**config.mk**
```make
export PLATFORM = sky130hd
export DESIGN_NAME = pfsel_latch
export DESIGN_NICKNAME = d
export VERILOG_FILES = /design/src/pfsel_pkg.sv /design/src/pfsel_latch.sv
export VERILOG_INCLUDE_DIRS = /design/src
export SDC_FILE = /design/constraint.sdc
export NUM_CORES = 1
export LEC_CHECK = 0
export BUFFER_PORTS_ARGS = -buffer_cell sky130_fd_sc_hd__clkbuf_2
export CAP_MARGIN = 20
export CORE_UTILIZATION = 51
export DETAILED_ROUTE_END_ITERATION = 10
export MAX_ROUTING_LAYER = met4
export PLACE_DENSITY = 0.82
export SKIP_CTS_REPAIR_TIMING = 1
export SLEW_MARGIN = 25
export SYNTH_ARGS = -nofsm -noshare
export SYNTH_HDL_FRONTEND = slang
export SYNTH_SLANG_ARGS = --single-unit
```
**constraint.sdc**
```tcl
create_clock -name SYS_CLK -period 2.1 [get_ports SYS_CLK]
set_input_delay 0 -clock SYS_CLK [delete_from_list [all_inputs] [get_ports SYS_CLK]]
set_output_delay 0 -clock SYS_CLK [all_outputs]
set_load 0.01 [all_outputs]
```
**src/pfsel_consts.svh**
```systemverilog
// Offsets, field positions and reset values of the port fault status latch.
// Assumes inclusion by bare name from the design module.
`ifndef PFSEL_CONSTS_SVH
`define PFSEL_CONSTS_SVH

// ****************************************
// Register offsets
// ****************************************
`define PFSEL_MISC_STATUS_OFS   8'h0F
`define PFSEL_FAULT_STATUS_OFS  8'h10

// ****************************************
// Fault status field positions
// ****************************************
`define PFSEL_ERR_BIT           3'h7
`define PFSEL_DISCH_BIT         3'h6
`define PFSEL_POR_BIT           3'h5
`define PFSEL_UNDER_BIT         3'h4
`define PFSEL_THERM_BIT         3'h3
`define PFSEL_SRCOV_BIT         3'h2
`define PFSEL_BACKV_BIT         3'h1
`define PFSEL_OVERC_BIT         3'h0

// ****************************************
// Misc status field positions
// ****************************************
`define PFSEL_ALERT_PIN_BIT     3'h5

// ****************************************
// Reset values
// ****************************************
`define PFSEL_FLAGS_RST         6'h00
`define PFSEL_ERR_RST           1'h0
`define PFSEL_POR_RST           1'h1
`define PFSEL_RDATA_RST         8'h00

`endif

```
**src/pfsel_pkg.sv**
```systemverilog
// Types shared by the port fault status latch.
// Assumes nothing beyond the constants header.
package pfsel_pkg;

	// Comparator results, one per alert-raising fault
	typedef struct packed {
		logic disch;
		logic under;
		logic therm;
		logic srcov;
		logic backv;
		logic overc;
	} pfsel_cond_t;

	// Register access strobes from the management port engine
	typedef struct packed {
		logic       rd;
		logic       wr;
		logic [7:0] addr;
		logic [7:0] wdata;
	} pfsel_req_t;

endpackage

```
**src/pfsel_latch.sv**
```systemverilog
// Fault status register and Error-state latch of a USB port power switch.
// Assumes register strobes from a management-port engine on SYS_CLK and
// comparator levels arriving asynchronously from the analogue section.
`timescale 1ns/10ps
`include "pfsel_consts.svh"

module pfsel_latch (
	// Clock and reset
	input  wire logic                SYS_CLK,
	input  wire logic                RST_N,
	// Register access from the management port
	input  wire pfsel_pkg::pfsel_req_t REG_REQ,
	output logic [7:0]               REG_RDATA,
	// Analogue comparator levels, asynchronous
	input  wire pfsel_pkg::pfsel_cond_t FAULT_COND,
	// Configuration levels on SYS_CLK
	input  wire logic                PORT_POWER_ENABLE,
	input  wire logic                AUTO_RECOVERY,
	// Open-drain host alert pin
	output logic                     ALERT_N_O,
	output logic                     ALERT_N_OE_N,
	// Device state
	output logic                     ERROR_STATE
);

	// ****************************************
	// Comparator synchronisers
	// ****************************************
	pfsel_pkg::pfsel_cond_t cond_meta_reg;
	pfsel_pkg::pfsel_cond_t cond_reg;
	logic [5:0]             cond;
	logic [5:0]             flags_reg;
	logic [5:0]             flags_next;
	logic                   err_reg;
	logic                   err_next;
	logic                   por_reg;
	logic                   ppe_reg;
	logic                   rd_fault;
	logic                   wr_fault;
	logic                   host_err_clr;
	logic                   auto_err_clr;
	logic                   err_clr;
	logic                   any_cond;
	logic [5:0]             flag_clr;
	logic [7:0]             fault_byte;
	logic [7:0]             misc_byte;

	always_ff @(posedge SYS_CLK) begin
		if (!RST_N) begin
			cond_meta_reg <= '0;
			cond_reg      <= '0;
		end else begin
			cond_meta_reg <= FAULT_COND;
			cond_reg      <= cond_meta_reg;
		end
	end

	assign cond     = cond_reg;
	assign any_cond = |cond;

	// ****************************************
	// Access decode and clear events
	// ****************************************
	assign rd_fault = REG_REQ.rd && (REG_REQ.addr == `PFSEL_FAULT_STATUS_OFS);
	assign wr_fault = REG_REQ.wr && (REG_REQ.addr == `PFSEL_FAULT_STATUS_OFS);
	// Writing one to the error bit is ignored: only hardware sets it
	assign host_err_clr = wr_fault && !REG_REQ.wdata[`PFSEL_ERR_BIT];
	// Auto-recovery waits until the host has read out every flag
	assign auto_err_clr = AUTO_RECOVERY && !any_cond && (flags_reg == 6'h00);
	assign err_clr      = host_err_clr || auto_err_clr || !PORT_POWER_ENABLE;

	// Read or error clear drops a flag only once its fault is gone
	assign flag_clr = (rd_fault || (err_clr && err_reg)) ? ~cond : 6'h00;

	// ****************************************
	// Sticky fault flags
	// ****************************************
	// A live fault wins over any clear in the same cycle
	assign flags_next = cond | (flags_reg & ~flag_clr);

	always_ff @(posedge SYS_CLK) begin
		if (!RST_N) begin
			flags_reg <= `PFSEL_FLAGS_RST;
		end else begin
			flags_reg <= flags_next;
		end
	end

	// ****************************************
	// Error state and error flag
	// ****************************************
	// Leaving needs a clear event, no fault present, and no flag left set
	always_comb begin
		err_next = err_reg;
		if (|flags_next) begin
			err_next = 1'b1;
		end else if (err_clr && !any_cond) begin
			err_next = 1'b0;
		end
	end

	always_ff @(posedge SYS_CLK) begin
		if (!RST_N) begin
			err_reg <= `PFSEL_ERR_RST;
		end else begin
			err_reg <= err_next;
		end
	end

	// ****************************************
	// Power-on indicator
	// ****************************************
	// No sleep logic here: the bit simply holds until read or toggle
	// No reset: tracking the pin through reset keeps release from reading as a toggle
	always_ff @(posedge SYS_CLK) begin
		ppe_reg <= PORT_POWER_ENABLE;
	end

	always_ff @(posedge SYS_CLK) begin
		if (!RST_N) begin
			por_reg <= `PFSEL_POR_RST;
		end else if (rd_fault || (ppe_reg != PORT_POWER_ENABLE)) begin
			por_reg <= 1'b0;
		end
	end

	// ****************************************
	// Alert pin
	// ****************************************
	// Driven from flags only, so it can drop while error still stands
	always_ff @(posedge SYS_CLK) begin
		if (!RST_N) begin
			ALERT_N_OE_N <= 1'b1;
		end else begin
			ALERT_N_OE_N <= ~(|flags_next);
		end
	end

	assign ALERT_N_O   = 1'b0;
	assign ERROR_STATE = err_reg;

	// ****************************************
	// Read data
	// ****************************************
	always_comb begin
		fault_byte = 8'h00;
		fault_byte[`PFSEL_ERR_BIT]   = err_reg;
		fault_byte[`PFSEL_DISCH_BIT] = flags_reg[5];
		fault_byte[`PFSEL_POR_BIT]   = por_reg;
		fault_byte[`PFSEL_UNDER_BIT] = flags_reg[4];
		fault_byte[`PFSEL_THERM_BIT] = flags_reg[3];
		fault_byte[`PFSEL_SRCOV_BIT] = flags_reg[2];
		fault_byte[`PFSEL_BACKV_BIT] = flags_reg[1];
		fault_byte[`PFSEL_OVERC_BIT] = flags_reg[0];
		misc_byte = 8'h00;
		misc_byte[`PFSEL_ALERT_PIN_BIT] = ~ALERT_N_OE_N;
	end

	always_ff @(posedge SYS_CLK) begin
		if (!RST_N) begin
			REG_RDATA <= `PFSEL_RDATA_RST;
		end else if (REG_REQ.rd) begin
			case (REG_REQ.addr)
				`PFSEL_FAULT_STATUS_OFS: begin
					REG_RDATA <= fault_byte;
				end
				`PFSEL_MISC_STATUS_OFS: begin
					REG_RDATA <= misc_byte;
				end
				default: begin
					REG_RDATA <= 8'h00;
				end
			endcase
		end
	end
endmodule

```
==> impl_metrics.env <==
export IMPL_status="completed"
export IMPL_ant_nets=0
export IMPL_ioPinCount=39
export IMPL_cap_violations=0
export IMPL_postLayoutCellArea_um2=1400
export IMPL_critical_path_slowest_cell="nor4_1"
export IMPL_critPathKind="register to register"
export IMPL_path_cells="nor4_1 > a41oi_1 > a31oi_1 > nor2b_1"
export IMPL_cp_end_kind="register"
export IMPL_pre_cts_ws_ps=603
export IMPL_cp_top_family="compound AO/OA/AOI/OAI gates"
export IMPL_drt_iter0_markers=12
export IMPL_hold_violations=0
export IMPL_coreArea_um2=1980
export IMPL_drtPass1Iterations=5
export IMPL_finalNetCount=173
export IMPL_antenna_found_initial=0
export IMPL_finalCritPeriodShare_pct=70.9
export IMPL_worst_ep_required_time_ps=2320
export IMPL_initial_core_util_pct=55.1
export IMPL_drcViolationCount=0
export IMPL_dp_cells=158
export IMPL_tns_ps=0
export IMPL_die_height_um=48.3
export IMPL_cts_buffer_depth=2
export IMPL_post_drt_wl_per_cell_um=11.9
export IMPL_cp_start_kind="register"
export IMPL_power_per_cell_area_nw_per_um2=767
export IMPL_grt_use_total_pct=20.6
export IMPL_vias=876
export IMPL_row_count=16
export IMPL_chipWidth_um=48.3
export IMPL_synth_top_cell_by_area="dfxtp_1"
export IMPL_ys_seq_area_share_pct=55.0
export IMPL_fin_crit_ps=1490
export IMPL_grt_pass1_wl_um=3060
export IMPL_gp_congestion=0.818
export IMPL_slowest_delay_ps=410
export IMPL_synthesis_nets=132
export IMPL_cp_max_fo=6
export IMPL_finalPower_mw=1.07
export IMPL_ir_drop_mv=0.508
export IMPL_final_cell_count_no_fill=173
export IMPL_met1_length_um=892
export IMPL_ys_ff_latch=30
export IMPL_clk_latency_ps=320
export IMPL_min_path_type="input pin to register"
export IMPL_grt_start_max_net_pins=30
export IMPL_clock_skew_ps=8.56
export IMPL_dp_hpwl_um=1440
export IMPL_syn_cell_area_um2=1090
export IMPL_worstPathArrival_ps=1710
export IMPL_cts_sinks=30
export IMPL_clkTransAtPathRegs_ps=100
export IMPL_cts_buffers=5
export IMPL_route_met2_wl_um=1080
export IMPL_top_register="REG_RDATA"
export IMPL_setup_viol=0
export IMPL_overflow=0
export IMPL_synth_cells=104
export IMPL_path_buf_inv=0
export IMPL_via_per_inst=5.06
export IMPL_areaGrowthSynthToFinish_pct=28.1
export IMPL_drive_above_1_share_pct=28.1
export IMPL_top_layer="met4"
export IMPL_grt_pass1_vias=757
export IMPL_cts_root_buffer="clkbuf_4"
export IMPL_detailed_place_area_um2=1260
export IMPL_die_area_um2=2330
export IMPL_portBuffers=30
export IMPL_synth_warnings=0
export IMPL_cts_max_level=2
export IMPL_diodes=0
export IMPL_postSynthAreaPerCell_um2=10.5
export IMPL_fin_ws_ps=612
export IMPL_synth_cell_type_count=27
export IMPL_ys_top_cells_by_area="dfxtp_1 55%, nor2b_1 9.2%, and2_1 7.4%"
export IMPL_rsz0062_at_grt="false"
export IMPL_final_max_slew_viol_count=0
export IMPL_wl_um=2060
export IMPL_fmax_ghz=0.672
export IMPL_nFillCells=158
export IMPL_cts_tree="yes"
export IMPL_met3_length_um=77
export IMPL_p_leak_nw=0.563
export IMPL_synth_top_area_share_pct=55.0
export IMPL_largest_reg_flops=8
[cell usage after synthesis, drive strengths merged]
cell     n
conb     1
a41oi    1
clkinv   1
nand2    3
nand3b   2
nor4     3
nor2b   16
o21ai    2
or3      1
xnor2    1
buf      1
or4b     1
a221oi   2
a2111o   1
and2    13
nor3b    1
nand4b   1
nor3     3
nor4bb   1
nor2     2
dfxtp   30
a31oi    6
a22oi    7
o31a     1
clkbuf   3
[worst paths after layout]
| kind | start | to | slack [ps] | cells past startpoint |
|---|---|---|---|---|
| worst max-delay path | cond[0]$_SDFF_PN0_ | flags_reg[1]$_SDFF_PN0_ | 610 | 4 |
| worst min-delay path | RST_N | ALERT_N_OE_N$_SDFF_PN1_ | 130 | 2 |
| worst max register to register | cond[0]$_SDFF_PN0_ | flags_reg[1]$_SDFF_PN0_ | 610 | 4 |
| worst min register to register | cond_meta_reg[5]$_SDFF_PN0_ | cond[5]$_SDFF_PN0_ | 440 | 1 |
[layer usage]
layer  global-route usage, %  vias up
met4                    10.0        0
met1                    21.1      400
met5                       -        -
met3                    10.0        2
met2                    32.8       20
li1                        -      454
[placed cells by master (no fill, tap or decap)]
master and instances:
and2_1 13, o21ai_0 1, or4b_4 1, clkbuf_4 5, o31a_1 1, nand4b_1 1
buf_4 1, nor4_1 2, nor3_1 3, a2111o_1 1, dlygate4sd3_1 7, nor2_1 2
or3_1 1, clkbuf_2 30, nor3b_1 1, clkinv_2 1, nand3b_1 2, conb_1 1
clkinv_1 1, clkbuf_8 1, a41oi_1 1, nor4bb_1 1, a22oi_1 7, a221oi_1 2
o21ai_1 1, xnor2_1 1, clkinvlp_4 1, a31oi_1 6, nor2b_1 16, nor4_4 1
dfxtp_1 30, nand2_1 3
[layout make-up]
| cell class | count | area, um^2 | share of cell area, % |
|---|---|---|---|
| Timing Repair Buffer | 38 | 228 | 16.3 |
| Sequential cell | 30 | 601 | 42.9 |
| Multi-Input combinational cell | 69 | 469 | 33.5 |
| Clock buffer | 6 | 51.3 | 3.67 |
| Inverter | 1 | 3.75 | 0.268 |
| Clock inverter | 2 | 12.5 | 0.894 |
| Tap cell | 27 | 33.8 | 2.42 |
[kinds of logic after synthesis]
| group | after synthesis | synth area share [%] |
|---|---|---|
| compound gates | 20 | 13.4 |
| flops | 30 | 55.0 |
| xor+xnor | 1 | 0.802 |
| simple gates | 47 | 28.4 |
| other cells | 1 | 0.343 |
| buf+inv | 5 | 2.06 |
[through the flow]
| stage | utilization (%) | hold WS, ps |
|---|---|---|
| floorplan | - | 27.7 |
| global route | 70.6 | 152 |
| CTS | 67.0 | -168 |
| global placement | 63.8 | 161 |
| detailed placement | 63.8 | 167 |
| finish | 70.6 | 135 |
[power by group]
part	total, mW	switching (mW)	internal (mW)	leakage, nW
clock network	0.357	0.196	0.161	0.0343
logic	0.107	0.0496	0.0570	0.282
registers	0.609	0.0161	0.593	0.246
(Power assumes the default switching activity.)
